[src/common/sktl_pkg.sv]
// Shared constants and types for the skip and timer load decoder
package sktl_pkg;
  // ****************************************
  // Opcode and sequencer state types
  // ****************************************
  typedef enum logic [2:0] {
    SKTL_OP_NONE,
    SKTL_OP_ZERO_MEM_BIT,
    SKTL_OP_CARRY_CLEAR,
    SKTL_OP_PORT_BIT_ZERO,
    SKTL_OP_LOAD_TIMER_ONE
  } sktl_op_t;

  typedef enum logic [1:0] {
    SKTL_ST_IDLE,
    SKTL_ST_SECOND,
    SKTL_ST_DONE
  } sktl_state_t;

  // ****************************************
  // Widths and counts
  // ****************************************
  localparam int SKTL_NIBBLE_W = 4;
  localparam int SKTL_TIMER_W = 8;
  localparam int SKTL_PORT_W = 8;
  localparam int SKTL_SEL_W = 3;
  localparam int SKTL_BIT_SEL_W = 2;
  localparam int SKTL_TIMER_HI_LSB = 4;
  localparam logic [1:0] SKTL_PORT_BIT_WORDS = 2'h2;
  localparam logic [1:0] SKTL_SINGLE_WORDS = 2'h1;
  localparam logic [7:0] SKTL_TIMER_RST = 8'h00;
endpackage : sktl_pkg

[src/common/sktl_res_if.sv]
// Result bundle from the condition evaluator to the decoder top
`timescale 1ns/10ps
`default_nettype none
interface sktl_res_if;
  logic skip_cond;
  logic load_timer;
  modport eval_mp (output skip_cond, output load_timer);
  modport top_mp (input skip_cond, input load_timer);
endinterface : sktl_res_if
`default_nettype wire

[src/design/sktl_cond_eval.sv]
// Skip condition evaluation for the decoded instruction
`timescale 1ns/10ps
`default_nettype none
module sktl_cond_eval
  import sktl_pkg::*;
(
  input wire sktl_op_t op_in,
  input wire logic [SKTL_NIBBLE_W-1:0] mem_nibble_in,
  input wire logic [SKTL_BIT_SEL_W-1:0] bit_sel_in,
  input wire logic carry_in,
  input wire logic [SKTL_PORT_W-1:0] port_in,
  input wire logic [SKTL_SEL_W-1:0] port_sel_in,
  sktl_res_if.eval_mp res
);
  wire mem_bit_zero;
  wire port_bit_zero;
  assign mem_bit_zero = ~mem_nibble_in[bit_sel_in];
  assign port_bit_zero = ~port_in[port_sel_in];
  assign res.skip_cond = (op_in == SKTL_OP_ZERO_MEM_BIT) ? mem_bit_zero :
                         (op_in == SKTL_OP_CARRY_CLEAR) ? ~carry_in :
                         (op_in == SKTL_OP_PORT_BIT_ZERO) ? port_bit_zero :
                         1'b0;
  assign res.load_timer = (op_in == SKTL_OP_LOAD_TIMER_ONE);
endmodule : sktl_cond_eval
`default_nettype wire

[src/design/sktl_decoder.sv]
// Execution unit for three skip instructions and the timer one load
`timescale 1ns/10ps
`default_nettype none
module sktl_decoder
  import sktl_pkg::*;
(
  input wire logic clk_sys_in,
  input wire logic rst_b_in,
  input wire logic start_in,
  input wire sktl_op_t op_in,
  input wire logic [SKTL_NIBBLE_W-1:0] mem_nibble_in,
  input wire logic [SKTL_BIT_SEL_W-1:0] bit_sel_in,
  input wire logic carry_in,
  input wire logic [SKTL_PORT_W-1:0] sink_port_pins_in,
  input wire logic [SKTL_SEL_W-1:0] port_bit_selector_in,
  input wire logic [SKTL_NIBBLE_W-1:0] upper_operand_reg_in,
  input wire logic [SKTL_NIBBLE_W-1:0] lower_nibble_source_in,
  output logic busy_out,
  output logic done_out,
  output logic skip_next_out,
  output logic [1:0] words_used_out,
  output logic carry_out,
  output logic [SKTL_TIMER_W-1:0] timer_one_count_out,
  output logic [SKTL_TIMER_W-1:0] timer_one_reload_out
);
  // ****************************************
  // Pin synchroniser for the sink port
  // ****************************************
  logic [SKTL_PORT_W-1:0] port_meta_ff;
  logic [SKTL_PORT_W-1:0] port_sync_ff;
  always_ff @(posedge clk_sys_in or negedge rst_b_in) begin
    if (!rst_b_in) begin
      port_meta_ff <= 8'h00;
      port_sync_ff <= 8'h00;
    end else begin
      port_meta_ff <= sink_port_pins_in;
      port_sync_ff <= port_meta_ff;
    end
  end

  // ****************************************
  // Condition evaluation
  // ****************************************
  sktl_res_if res_if ();
  sktl_state_t state_ff;
  sktl_state_t nxt_state;
  sktl_op_t op_ff;
  sktl_op_t eval_op;
  wire take_op;
  wire second_cycle;
  assign second_cycle = (state_ff == SKTL_ST_SECOND);
  // Start is refused while the port skip holds its second cycle
  assign take_op = !second_cycle && start_in;
  // Issue cycle evaluates the new opcode, the port second cycle the held one
  always_comb begin
    if (take_op) begin
      eval_op = op_in;
    end else begin
      eval_op = op_ff;
    end
  end
  sktl_cond_eval u_eval (
    .op_in(eval_op),
    .mem_nibble_in(mem_nibble_in),
    .bit_sel_in(bit_sel_in),
    .carry_in(carry_in),
    .port_in(port_sync_ff),
    .port_sel_in(port_bit_selector_in),
    .res(res_if.eval_mp)
  );

  // ****************************************
  // Sequencer
  // ****************************************
  // Port skip needs a second cycle; the synchronised pins are sampled there
  logic skip_ff;
  logic [1:0] words_ff;
  logic done_ff;
  logic [SKTL_TIMER_W-1:0] count_ff;
  logic [SKTL_TIMER_W-1:0] reload_ff;
  wire op_is_port;
  wire issue_port;
  wire issue_single;
  wire issue_load;
  wire nxt_done;
  wire nxt_skip;
  wire [1:0] nxt_words;
  wire [SKTL_TIMER_W-1:0] load_val;
  assign op_is_port = (op_in == SKTL_OP_PORT_BIT_ZERO);
  assign issue_port = take_op && op_is_port;
  assign issue_single = take_op && !op_is_port;
  assign issue_load = take_op && res_if.load_timer;
  assign nxt_done = issue_single || second_cycle;
  // One result register serves the issue cycle and the port second cycle
  assign nxt_skip = nxt_done ? res_if.skip_cond : skip_ff;
  assign nxt_words = issue_port ? SKTL_PORT_BIT_WORDS :
                     issue_single ? SKTL_SINGLE_WORDS : words_ff;
  assign load_val = {upper_operand_reg_in, lower_nibble_source_in};

  always_comb begin
    case (state_ff)
      SKTL_ST_IDLE, SKTL_ST_DONE: begin
        if (issue_port) begin
          nxt_state = SKTL_ST_SECOND;
        end else if (issue_single) begin
          nxt_state = SKTL_ST_DONE;
        end else begin
          nxt_state = SKTL_ST_IDLE;
        end
      end
      SKTL_ST_SECOND: nxt_state = SKTL_ST_DONE;
      default: nxt_state = SKTL_ST_IDLE;
    endcase
  end

  always_ff @(posedge clk_sys_in or negedge rst_b_in) begin
    if (!rst_b_in) begin
      state_ff <= SKTL_ST_IDLE;
      op_ff <= SKTL_OP_NONE;
    end else begin
      state_ff <= nxt_state;
      op_ff <= eval_op;
    end
  end

  // Skip moves at a single-cycle issue or the port second cycle, words at any issue; done is high only in the cycle after a single-cycle issue or the second cycle
  always_ff @(posedge clk_sys_in or negedge rst_b_in) begin
    if (!rst_b_in) begin
      skip_ff <= 1'b0;
      words_ff <= 2'h0;
      done_ff <= 1'b0;
    end else begin
      skip_ff <= nxt_skip;
      words_ff <= nxt_words;
      done_ff <= nxt_done;
    end
  end

  // ****************************************
  // Timer one load
  // ****************************************
  // Count and reload take the same byte; counting down is not modelled here
  always_ff @(posedge clk_sys_in or negedge rst_b_in) begin
    if (!rst_b_in) begin
      count_ff <= SKTL_TIMER_RST;
      reload_ff <= SKTL_TIMER_RST;
    end else if (issue_load) begin
      count_ff <= load_val;
      reload_ff <= load_val;
    end
  end

  assign busy_out = (state_ff == SKTL_ST_SECOND);
  assign done_out = done_ff;
  assign skip_next_out = skip_ff;
  assign words_used_out = words_ff;
  assign carry_out = carry_in;
  assign timer_one_count_out = count_ff;
  assign timer_one_reload_out = reload_ff;

  // ****************************************
  // Checks
  // ****************************************
  a_port_two_cycles: assert property (
    @(posedge clk_sys_in) disable iff (!rst_b_in)
    (start_in && !busy_out && op_in == SKTL_OP_PORT_BIT_ZERO) |=> busy_out ##1
    (done_out && words_used_out == 2'h2)) else $error("port skip not two cycles");
  a_carry_skip_value: assert property (
    @(posedge clk_sys_in) disable iff (!rst_b_in)
    (start_in && !busy_out && op_in == SKTL_OP_CARRY_CLEAR) |=>
    (skip_next_out == !$past(carry_in))) else $error("carry skip wrong");
  a_carry_kept: assert property (
    @(posedge clk_sys_in) disable iff (!rst_b_in)
    carry_out == carry_in) else $error("carry altered");
  a_mem_bit_skip: assert property (
    @(posedge clk_sys_in) disable iff (!rst_b_in)
    (start_in && !busy_out && op_in == SKTL_OP_ZERO_MEM_BIT) |=>
    (skip_next_out == !$past(mem_nibble_in[bit_sel_in]))) else $error("mem skip wrong");
  a_port_bit_skip: assert property (
    @(posedge clk_sys_in) disable iff (!rst_b_in)
    busy_out |=> (skip_next_out == !$past(port_sync_ff[port_bit_selector_in])))
    else $error("port skip wrong");
  a_timer_load_val: assert property (
    @(posedge clk_sys_in) disable iff (!rst_b_in)
    (start_in && !busy_out && op_in == SKTL_OP_LOAD_TIMER_ONE) |=>
    (timer_one_count_out == {$past(upper_operand_reg_in), $past(lower_nibble_source_in)}
     && timer_one_reload_out == timer_one_count_out)) else $error("timer load wrong");
  a_timer_no_skip: assert property (
    @(posedge clk_sys_in) disable iff (!rst_b_in)
    (start_in && !busy_out && op_in == SKTL_OP_LOAD_TIMER_ONE) |=>
    (!skip_next_out && done_out && words_used_out == 2'h1)) else $error("timer load skip");
  a_single_done: assert property (
    @(posedge clk_sys_in) disable iff (!rst_b_in)
    (start_in && !busy_out && op_in == SKTL_OP_ZERO_MEM_BIT) |=> (done_out && !busy_out))
    else $error("mem skip not one cycle");
  a_busy_refuses: assert property (
    @(posedge clk_sys_in) disable iff (!rst_b_in)
    busy_out |=> (!busy_out && $stable(timer_one_count_out) && $stable(words_used_out)))
    else $error("start taken while busy");
  a_port_words_held: assert property (
    @(posedge clk_sys_in) disable iff (!rst_b_in)
    busy_out |-> (words_used_out == 2'h2)) else $error("port skip word count wrong");
  a_port_skip_late: assert property (
    @(posedge clk_sys_in) disable iff (!rst_b_in)
    (start_in && !busy_out && op_in == SKTL_OP_PORT_BIT_ZERO) |=> $stable(skip_next_out))
    else $error("port skip result too early");
  a_timer_pair: assert property (
    @(posedge clk_sys_in) disable iff (!rst_b_in)
    timer_one_count_out == timer_one_reload_out) else $error("count and reload differ");
  a_timer_held: assert property (
    @(posedge clk_sys_in) disable iff (!rst_b_in)
    !(start_in && !busy_out && op_in == SKTL_OP_LOAD_TIMER_ONE) |=>
    $stable(timer_one_count_out)) else $error("timer changed without load");
endmodule : sktl_decoder
`default_nettype wire

[config.mk]
export PLATFORM = sky130hd
export DESIGN_NAME = sktl_decoder
export DESIGN_NICKNAME = d
export VERILOG_FILES = /design/src/common/sktl_pkg.sv /design/src/common/sktl_res_if.sv /design/src/design/sktl_cond_eval.sv /design/src/design/sktl_decoder.sv
export SDC_FILE = /design/constraint.sdc
export NUM_CORES = 1
export LEC_CHECK = 0
export BUFFER_PORTS_ARGS = -buffer_cell sky130_fd_sc_hd__buf_2
export CAP_MARGIN = 20
export CORE_MARGIN = 2
export CORE_UTILIZATION = 40
export CTS_CLUSTER_DIAMETER = 80
export DETAILED_ROUTE_END_ITERATION = 8
export PLACE_DENSITY = 0.7
export SLEW_MARGIN = 10
export SYNTH_ARGS = -nofsm -noshare
export SYNTH_HDL_FRONTEND = slang
export SYNTH_SLANG_ARGS = --single-unit
[constraint.sdc]
create_clock -name clk_sys_in -period 1.6 [get_ports clk_sys_in]
set_input_delay 0.16 -clock clk_sys_in [delete_from_list [all_inputs] [get_ports clk_sys_in]]
set_output_delay 0.16 -clock clk_sys_in [all_outputs]
set_load 0.1 [all_outputs]
# Word level (Yosys, flattened, before mapping)
# Cells that the tools add are included.
word_totals:
  reg_bits: 33
op_classes:
  bitwise: 3
  reduce_logical: 10
  order_cmp: 2
  n_eq_ne: 7
  mux: 13
ops:
  columns: ["op", "count"]
  rows:
  - ["$eq A3 B2 Y1 const B", 3]
  - ["$mux W2", 4]
  - ["$mux W1", 5]
  - ["$logic_and A1 B1 Y1", 4]
  - ["$lt A3 B4 Y1 const B", 1]
  - ["$pmux W2 S2", 1]
  - ["$bmux W1 S3", 1]
  - ["$eq A3 B1 Y1 const B", 1]
  - ["$eq A3 B3 Y1 const B", 1]
  - ["$lt A2 B3 Y1 const B", 1]
  - ["$mux W3", 1]
  - ["$not A1 Y1", 3]
  - ["$bmux W1 S2", 1]
  - ["$eq A2 B1 Y1 const B", 1]
  - ["$eq A2 B2 Y1 const B", 1]
  - ["$logic_not A1 Y1", 2]
  - ["$logic_not A2 Y1", 1]
  - ["$reduce_bool A2 Y1", 1]
  - ["$reduce_or A2 Y1", 1]
  - ["$logic_or A1 B1 Y1", 1]

# Logic depth before layout (Yosys ltp)
# Gate-level depths: netlist of the first run.
logic_depth:
  word_depth: 8
  mapped_depth: 5
  depth_no_buf: 5

# Hierarchy
# From an unflattened synthesis of the first run, not the netlist that was laid out.
hier_totals:
  hier_cells: 76
  hier_area_um2: 1270.0
by_module_without_submodules:
  columns: ["module", "cells_per_inst", "area_each_um2", "instances", "seq_area_each_um2"]
  rows:
  - ["sktl_decoder", 67, 1138.6, 1, 825.8]
  - ["sktl_cond_eval", 9, 131.4, 1, 0.0]

# Worst setup path after synthesis of the first run
# No wires, ideal clock.
synth_timing:
  path_kind: "reg-to-reg"
  start: "register state_ff[1]"
  end: "register skip_ff, in the netlist skip_next_out"
  path_stages_with_launch: 6
  period_less_slack_ns: 1.773
  setup_time_ns: 0.071
  arrival_time_ns: 1.702
  slack_ns: -0.173
  path_cell_list: "dfrtp_1 -> nand2b_4 -> inv_1 -> a21oi_1 -> a211oi_1 -> a32o_1"
synth_between:
  elab_chain_cells: 8
  word_cells_on_any_way: 12
  cone_classes: "eq/ne (4); mux (4); reduce/logical (4)"
synth_lines:
  columns: ["element", "line", "rtl"]
  rows:
  - ["start, declared", "sktl_decoder.sv:45", "sktl_state_t state_ff;"]
  - ["start signal, assigned", "sktl_decoder.sv:121", "state_ff <= nxt_state;"]
  - ["$eq A2 B1 Y1 (*)", null, null]
  - ["named net busy_out", "sktl_decoder.sv:18", "output logic busy_out,"]
  - ["$logic_not A1 Y1", "sktl_decoder.sv:53", "assign take_op = !second_cycle && start_in;"]
  - ["$logic_and A1 B1 Y1", "sktl_decoder.sv:53", null]
  - ["$mux W3", "sktl_decoder.sv:56", "if (take_op) begin"]
  - ["$eq A3 B2 Y1", "sktl_cond_eval.sv:21", "(op_in == SKTL_OP_PORT_BIT_ZERO) ? port_bit_zero :"]
  - ["$mux W1", "sktl_cond_eval.sv:21", null]
  - ["$mux W1", "sktl_cond_eval.sv:20", "(op_in == SKTL_OP_CARRY_CLEAR) ? ~carry_in :"]
  - ["$mux W1", "sktl_cond_eval.sv:19", "assign res.skip_cond = (op_in == SKTL_OP_ZERO_MEM_BIT) ? mem_bit_zero :"]
  - ["end signal, assigned", "sktl_decoder.sv:133", "skip_ff <= nxt_skip;"]
  - ["end, declared", "sktl_decoder.sv:76", "logic skip_ff;"]
# Mark *: on every way through the listed nets, which the timed path passes. The rest lies on a longest branch.
# A chain may end at the register's enable or synchronous reset.

# Worst setup path in the final report of the first run
layout_timing:
  start: "register state_ff[1]"
  end: "output busy_out"
layout_between:
  elab_chain_cells: 1
layout_lines:
  columns: ["element", "line", "rtl"]
  rows:
  - ["$eq A2 B1 Y1", "sktl_decoder.sv:153", "assign busy_out = (state_ff == SKTL_ST_SECOND);"]
  - ["end, declared", "sktl_decoder.sv:18", null]
# No other way between the ends.

==> flow_summary.toml, run 1 <==
[outcome]
status = "finished clean"

[cts]
post_cts_buffers = 0
path_clk_slew_ns = 0.09
ctsLongestPathBuffers = 2
root_buffer = "clkbuf_4"
cts_tree = "built"
clkSinkCount = 33
htreeDepth = 2
clkLatencyLatePin_ns = 0.32
cts_buffers = 5

[die]
die_x_um = 59.1
die_h_um = 59.1
die_area_um2 = 3500
initial_core_util_pct = 40.8
pin_count = 54
rows = 20
core_um2 = 2980

[placed_design]
hpwlAfterDp_um = 1530
placed_cells = 153
io_buffers = 53
gp_congestion = 0.730
pre_cts_ws_ns = 0.0637

[critical_path]
crit_path_top_delay_cell = "buf_2"
required_ns = 1.44
crit_arrival_ns = 1.36
cp-start-kind = "flop"
crit_fanout = 3
cp_num_buf_inv = 2
path_class = "reg2out"
critPathCaptureType = "output pin"
path_cells = "nand2b_4 -> clkinvlp_4 -> buf_2"
critPathMaxStageDelay_ns = 0.42
critPathTopFamily = "buffers and inverters"

[yosys]
synth_seq_cells = 33
seq_area_frac_synth_pct = 67.9
yosys.area.top_type = "dfrtp_1"
netlist_area_um2 = 1220
syn_avg_cell_area_um2 = 16.0
synth_cells = 76
synth_top_area_share_pct = 67.9
synth_nets = 108
ys_warn_count = 0
ys_top_cells_by_area = "dfrtp_1, mux2_2, buf_4, mux4_2, mux2i_1"
yosysUniqueCellTypes = 18

[timing]
finalWorstSetupSlack_ns = 0.0757
rsz0062_at_grt = "yes"
slew_headroom_pct = 52.9
fin_skew_ns = 0.00837
max_freq_mhz = 656
final.period_utilization_pct = 95.3
maxSlewViolCount = 0
worst_slew_pin_slew_ns = 0.707
post-route-min-period_ns = 1.52
hold_violations = 0
setup_violations = 0

[power_and_ir_drop]
pwr_density_cell_nw_per_um2 = 1560
ir_drop_mv = 0.933
cellLeakagePower_nw = 0.808

[routing]
wl_um = 2110
remaining_drc_errors = 0
antenna_left = 0
viasPerCell = 4.79
drt_iter0_drc = 21
first_pass_iters = 4
post_drt_wl_per_cell_um = 12.4
vias = 815

[global_routing]
grt_max_degree = 34
grt_usage_pct = 15.0
grt_pass1_wl_um = 3610
gr-total-overflow = 0
grt_pass1_vias = 854
grt_antenna_before_repair = 0

[cells_and_area]
stdcell_count = 170
area_growth_syn_to_layout_pct = 33.7
final_common_cell = "buf_2"
drive_gt1_share_pct = 57.7
nNetsFinal = 168
antennaDiodeCount = 0
final_cell_mix = "buf_2, dfrtp_1, mux2_2"

[worst_hold_path]
hold_class = "in2reg"

[flow_run]
maxCapViolations = 0
[final cells by class]
type	count	area, µm²
Fill cell	268	1350
Sequential cell	33	826
Timing Repair Buffer	62	355
Multi-Input combinational cell	30	315
Clock buffer	7	65.1
Tap cell	33	41.3
Inverter	4	18.8
Clock inverter	1	5.00
[kinds of logic (layout without fill, tap and decap cells)]
logic type	after synthesis	in the layout	synth area share (%)
muxes	16	16	17.3
DFF	33	33	67.9
AOI/OAI and AO/OA	6	6	3.09
and+or+nand+nor	8	8	4.94
buffers and inverters	13	74	6.79
[layer usage]
| metal | wire [µm] | share of wire (%) | track usage, % |
|---|---|---|---|
| met3 | 113 | 5.4 | 3.93 |
| met5 | 0 | 0 | 0 |
| met2 | 1150 | 54 | 25.2 |
| met4 | 76 | 3.6 | 11.7 |
| met1 | 770 | 36 | 15.9 |
[flip-flops by register name, summed over array words and instances, names as in the netlist]
signal / count
port_meta_ff: 8
port_sync_ff: 8
timer_one_count_out: 8
op_ff: 3
state_ff: 2
words_used_out: 2
done_out: 1
skip_next_out: 1
[metrics by stage]
stage | TNS, ns | util, % | hold slack (ns) | instance area (µm²) | total power [mW]
floorplan | -0.0482 | - | -0.136 | 1220 | 1.91
global route | -0.00410 | 54.6 | 0.0431 | 1630 | 2.66
finish | 0 | 54.6 | 0.0620 | 1630 | 2.54
detailed placement | 0 | 49.1 | 0.251 | 1460 | 2.03
CTS | 0 | 54.5 | 0.0423 | 1620 | 2.57
global placement | 0 | 49.1 | 0.234 | 1460 | 2.02
[final timing paths]
kind,from,end,slack [ns],cells past startpoint
setup / recovery,state_ff[1],busy_out,0.08,3
hold / removal,upper_operand_reg_in[3],timer_one_count_out[7],0.06,2
setup reg to reg,state_ff[0],skip_next_out,0.08,5
hold reg to reg,port_meta_ff[0],port_sync_ff[0],0.35,0
max in group asynchronous,rst_b_in,words_used_out[0],0.73,2
min in group asynchronous,rst_b_in,done_out,0.41,2
[cell usage after synthesis]
master	count
a211oi_1	1
mux2i_1	3
o21ai_0	2
inv_1	4
a21oi_1	2
mux2_2	10
nand2_4	1
nand2b_4	1
a32o_1	1
dfrtp_1	33
mux4_2	3
buf_4	9
nand2_1	1
nor2_1	1
nor3b_1	1
or3_1	1
nand4_1	1
nand3b_1	1
[power by group]
group / internal (mW) / switching, mW
Combinational: 0.178 / 0.885
Sequential: 0.919 / 0.0450
Clock: 0.254 / 0.255
Total: 1.35 / 1.18
[what timing repair did]
action,4_1_cts,5_1_grt
gates resized for setup,0,1
hold buffers,9,0
endpoints found under the hold margin,41,0
setup endpoints to repair,0,1
Note: power is estimated with default switching activity, not from simulation.
==> inputs of run 2 (changes only) <==
--- a/config.mk
+++ b/config.mk
@@ -7,11 +7,10 @@
 export LEC_CHECK = 0
 export BUFFER_PORTS_ARGS = -buffer_cell sky130_fd_sc_hd__buf_2
 export CAP_MARGIN = 20
-export CORE_MARGIN = 2
 export CORE_UTILIZATION = 40
 export CTS_CLUSTER_DIAMETER = 80
 export DETAILED_ROUTE_END_ITERATION = 8
-export PLACE_DENSITY = 0.7
+export PLACE_DENSITY = 0.72
 export SLEW_MARGIN = 10
 export SYNTH_ARGS = -nofsm -noshare
 export SYNTH_HDL_FRONTEND = slang
==> constraint.sdc (replaced) <==
create_clock -name clk_sys_in -period 1.28 [get_ports clk_sys_in]
set_input_delay 0.128 -clock clk_sys_in [delete_from_list [all_inputs] [get_ports clk_sys_in]]
set_output_delay 0.128 -clock clk_sys_in [all_outputs]
set_load 0.1 [all_outputs]
==> run 2 against run 1 <==
Net effect:
- the flow now finishes with violations (design-rule violations, negative setup slack)
- sequential power increased by 27%
- final cell count increased by 3.5%
- routed wire length increased by 0.19%
- hold slack got worse by 0.026 ns
- combinational power increased by 38%
- worst setup slack got worse by 0.27 ns
- core utilization increased by 9.2 points
- flip-flop and latch count unchanged
- clock power increased by 2%
- clock-buffer cell count decreased by 1
- sequential share of layout area decreased by 4.4 points
- non-clock buffer count increased by 8
- largest cell class unchanged
==> flow_summary.toml, run 2 (synthesis results as in run 1) <==
[outcome]
status = "finished, violations left"
violations = "design-rule violations, negative setup slack"

[cells_and_area]
stdcell_count = 176
nNetsFinal = 176
antennaDiodeCount = 0
num-fill-cells = 239
final_area_um2 = 1800
final_cell_mix = "buf_2, dfrtp_1, clkbuf_4"
postLayoutCoreUtil_pct = 63.8
final_common_cell = "buf_2"
drive_gt1_share_pct = 65.5
area_growth_syn_to_layout_pct = 48.4

[power_and_ir_drop]
cellInternalPower_mw = 1.71
ir_drop_mv = 1.03
net-switching-power_mw = 1.49
pwr_density_cell_nw_per_um2 = 1780
switching_share_pct = 46.6
combPwrFrac_pct = 45.6
cellLeakagePower_nw = 0.886
p_seq_share_pct = 38.2
clkPwrFrac_pct = 16.2

[worst_hold_path]
hold_depth = 2
hold_class = "in2reg"

[placed_design]
placed_cells = 158
io_buffers = 53
hpwlAfterDp_um = 1530
gp_congestion = 0.802
placed_area_um2 = 1550

[routing]
antenna_left = 0
first_pass_iters = 6
vias = 822
wl_um = 2110
viasPerCell = 4.67
drt_iter0_drc = 32
remaining_drc_errors = 10
post_drt_wl_per_cell_um = 12.0

[cts]
cts_buffers = 5
cts_tree = "built"
ctsLongestPathBuffers = 2
path_clk_slew_ns = 0.09
clkLatencyLatePin_ns = 0.32
root_buffer = "clkbuf_4"
clkSinkCount = 33
htreeDepth = 2

[timing]
fin_skew_ns = 0.00732
final.period_utilization_pct = 115
finalWorstSetupSlack_ns = -0.196
tns_ns = -0.694
hold_violations = 0
post-route-min-period_ns = 1.48
slew_headroom_pct = 63.8
setup_violations = 10
max_freq_mhz = 678
rsz0062_at_grt = "yes"
maxSlewViolCount = 0
worst_slew_pin_slew_ns = 0.543

[die]
die_h_um = 57.1
die_area_um2 = 3260
pin_count = 54
die_x_um = 57.1
rows = 19
core_um2 = 2830
initial_core_util_pct = 43.0

[critical_path]
critPathTopFamily = "simple AND/OR/NAND/NOR gates"
rr_worst_depth = 5
cp-start-kind = "flop"
critPathMaxStageDelay_ns = 0.42
crit_fanout = 4
required_ns = 1.49
path_cells = "nand2b_4 -> nand2_4 -> mux2i_2 -> or3_1 -> a32o_1"
cp_num_buf_inv = 0
crit_arrival_ns = 1.68
critPathCaptureType = "flop"
crit_path_top_delay_cell = "dfrtp_1"
path_class = "reg2reg"
path_depth = 5

[global_routing]
grt_usage_pct = 15.6
grt_pass1_vias = 868
grt_antenna_before_repair = 0
grt_max_degree = 26
gr-total-overflow = 0
grt_pass1_wl_um = 3600

[flow_run]
maxCapViolations = 0
-- run 2: area by class of cell --
type	instances	area (µm²)	area share, %
clock buffers	6	41.3	2.29
clock inverters	2	10.0	0.555
inverters	4	18.8	1.04
multi-input cells	30	363	20.1
flip-flops and latches	33	836	46.3
well taps	31	38.8	2.15
repair buffers	70	497	27.5
-- run 2: final timing paths --
check | startpoint | endpoint | slack, ns
worst max-delay path | state_ff[0] | skip_next_out | -0.20
worst min-delay path | upper_operand_reg_in[0] | timer_one_count_out[4] | 0.04
worst max register to register | state_ff[0] | skip_next_out | -0.20
worst min register to register | port_meta_ff[6] | port_sync_ff[6] | 0.35
max in group asynchronous | rst_b_in | port_sync_ff[5] | 0.42
min in group asynchronous | rst_b_in | timer_one_count_out[1] | 0.33
-- run 2: repair_timing --
action / in CTS / in global routing
resized for setup: 12 / 20
pin swaps: 4 / 0
endpoints found under the hold margin: 32 / 1
hold buffers: 9 / 1
setup endpoints to repair: 10 / 29
buffers inserted: 1 / 0
-- run 2: power groups by stage --
stage / combinational [mW] / clock, mW / sequential, mW
2_1_floorplan: 0.659 / 0 / 1.74
3_3_place_gp: 1.32 / 0 / 1.22
3_5_place_dp: 1.33 / 0 / 1.23
4_1_cts: 1.40 / 0.545 / 1.22
5_1_grt: 1.50 / 0.620 / 1.24
6_report: 1.46 / 0.519 / 1.22
-- run 2: worst reg2reg max path, cell delays in order (launching register included) --
cell and delay, ns:
dfrtp_1 0.42, nand2b_4 0.10, nand2_4 0.08, mux2i_2 0.17, or3_1 0.36, a32o_1 0.25
-- run 2: routing by layer --
layer	vias up	global-route usage, %	routed length [µm]
li1	391	-	-
met1	397	16.0	784
met2	32	26.1	1170
met3	2	8.39	146
met4	0	7.32	17
met5	-	0	0
-- run 2: metrics by stage --
| step | total power, mW | hold WS (ns) | setup slack, ns |
|---|---|---|---|
| after detailed placement | 2.56 | 0.145 | -0.202 |
| after global placement | 2.55 | 0.131 | -0.153 |
| final | 3.20 | 0.0356 | -0.196 |
| after global routing | 3.36 | 0.00421 | -0.254 |
| after floorplan | 2.40 | -0.168 | -0.368 |
| after CTS | 3.16 | 0.0166 | -0.183 |
==> inputs of run 3 (changes only) <==
--- a/config.mk
+++ b/config.mk
@@ -10,7 +10,7 @@
 export CORE_UTILIZATION = 40
 export CTS_CLUSTER_DIAMETER = 80
 export DETAILED_ROUTE_END_ITERATION = 8
-export PLACE_DENSITY = 0.72
+export PLACE_DENSITY = 0.7
 export SLEW_MARGIN = 10
 export SYNTH_ARGS = -nofsm -noshare
 export SYNTH_HDL_FRONTEND = slang
==> constraint.sdc (replaced) <==
create_clock -name clk_sys_in -period 1.8 [get_ports clk_sys_in]
set_input_delay 0.18 -clock clk_sys_in [delete_from_list [all_inputs] [get_ports clk_sys_in]]
set_output_delay 0.18 -clock clk_sys_in [all_outputs]
set_load 0.1 [all_outputs]
==> run 3 against run 2 <==
Net effect:
- the flow finishes with violations (design-rule violations)
- critical endpoint is now busy_out
- clock skew fell by 0.0013 ns
- cell area fell by 11%
- global-route usage decreased by 1.9 points
- first-iteration DRC count is 13% lower
- hold slack better by 0.047 ns
- critical path depth is 2 lower
- clock power shrank 23%
- core utilization down 7.3 points
==> flow_summary.toml, run 3 (synthesis results as in run 1) <==
[timing]
tns_ns = 0
hold_violations = 0
max_freq_mhz = 641
post-route-min-period_ns = 1.56
worst_slew_pin_slew_ns = 0.694
final.period_utilization_pct = 86.7
fin_skew_ns = 0.00598
rsz0062_at_grt = "no"
slew_headroom_pct = 53.7
setup_violations = 0
maxSlewViolCount = 0

[cells_and_area]
stdcell_count = 167
final_area_um2 = 1600
nNetsFinal = 168
drive_gt1_share_pct = 54.4
postLayoutCoreUtil_pct = 56.5
antennaDiodeCount = 0
final_common_cell = "buf_2"
area_growth_syn_to_layout_pct = 31.4
multi_input_area_um2 = 308
final_cell_mix = "buf_2, dfrtp_1, mux2_2"
regArea_um2 = 826
num-fill-cells = 248

[cts]
root_buffer = "clkbuf_4"
ctsLongestPathBuffers = 2
cts_buffers = 5
post_cts_buffers = 0
htreeDepth = 2
clkSinkCount = 33
cts_hold_buf = 9
clkLatencyLatePin_ns = 0.32
cts_tree = "built"
path_clk_slew_ns = 0.09
cts.repair.resized = 0

[routing]
viasPerCell = 4.80
post_drt_wl_per_cell_um = 11.8
antenna_left = 0
wl_um = 1970
remaining_drc_errors = 10
vias = 802
drt_iter0_drc = 28
first_pass_iters = 6

[die]
initial_core_util_pct = 43.0
die_area_um2 = 3260
pin_count = 54
core_um2 = 2830
die_h_um = 57.1
die_x_um = 57.1
rows = 19

[critical_path]
path_cells = "nand2b_4 -> inv_1 -> buf_2"
critPathCaptureType = "output pin"
crit_fanout = 3
required_ns = 1.62
critPathMaxStageDelay_ns = 0.42
crit_path_top_delay_cell = "buf_2"
path_class = "reg2out"
cp-start-kind = "flop"
crit_arrival_ns = 1.38

[power_and_ir_drop]
net-switching-power_mw = 1.04
combPwrFrac_pct = 42.9
clkPwrFrac_pct = 18.3
switching_share_pct = 47.3
p_seq_share_pct = 38.8
cellInternalPower_mw = 1.16
cellLeakagePower_nw = 0.809
ir_drop_mv = 0.727
pwr_density_cell_nw_per_um2 = 1380
p_total_mw = 2.20

[global_routing]
grt_pass1_vias = 795
grt_usage_pct = 13.6
grt_max_degree = 34
grt_antenna_before_repair = 0
grt_pass1_wl_um = 3100
gr-total-overflow = 0

[outcome]
violations = "design-rule violations"
status = "finished, violations left"

[placed_design]
placed_area_um2 = 1450
io_buffers = 53
hpwlAfterDp_um = 1420
gp_congestion = 0.725
placed_cells = 151

[worst_hold_path]
hold_class = "in2reg"

[flow_run]
maxCapViolations = 0
[run 3: area by class of cell]
class                   instances  area share [%]
flip-flops and latches         33            51.7
repair buffers                 62            22.2
clock buffers                   7            3.45
inverters                       4           0.940
multi-input cells              30            19.3
well taps                      31            2.43
[run 3: metrics by stage]
stage	hold WS [ns]	worst slack [ns]
2_1_floorplan	-0.116	0.0267
3_3_place_gp	0.249	0.370
3_5_place_dp	0.275	0.326
4_1_cts	0.0707	0.224
5_1_grt	0.0603	0.180
6_report	0.0825	0.239
[run 3: path summary, 6_finish.rpt]
| path | startpoint | cells past startpoint | end | slack (ns) |
|---|---|---|---|---|
| worst max-delay path | state_ff[1] | 3 | busy_out | 0.24 |
| worst min-delay path | upper_operand_reg_in[2] | 2 | timer_one_count_out[6] | 0.08 |
| worst max register to register | state_ff[0] | 5 | skip_next_out | 0.30 |
| worst min register to register | port_meta_ff[7] | 0 | port_sync_ff[7] | 0.35 |
| max in group asynchronous | rst_b_in | 2 | port_sync_ff[6] | 0.92 |
| min in group asynchronous | rst_b_in | 2 | timer_one_count_out[2] | 0.43 |
[run 3: routing by layer]
| layer | up-vias | part of all wire, % | track usage (%) |
|---|---|---|---|
| li1 | 374 | - | - |
| met1 | 384 | 38 | 12.4 |
| met2 | 37 | 52 | 24.5 |
| met3 | 7 | 7.8 | 6.80 |
| met4 | 0 | 2.0 | 7.32 |
| met5 | - | 0 | 0 |
[run 3: power groups by stage]
stage / clock network (mW) / logic [mW] / registers, mW
after CTS: 0.420 / 0.946 / 0.855
final: 0.402 / 0.942 / 0.853
after detailed placement: 0 / 0.930 / 0.869
after global placement: 0 / 0.925 / 0.863
after global routing: 0.457 / 0.968 / 0.863
after floorplan: 0 / 0.469 / 1.23
[run 3: critical path: cells and delay by family (launching register included)]
kind | cells | cell delay, ns
and+or+nand+nor | 1 | 0.16
buffers and inverters | 2 | 0.50
DFF | 1 | 0.39
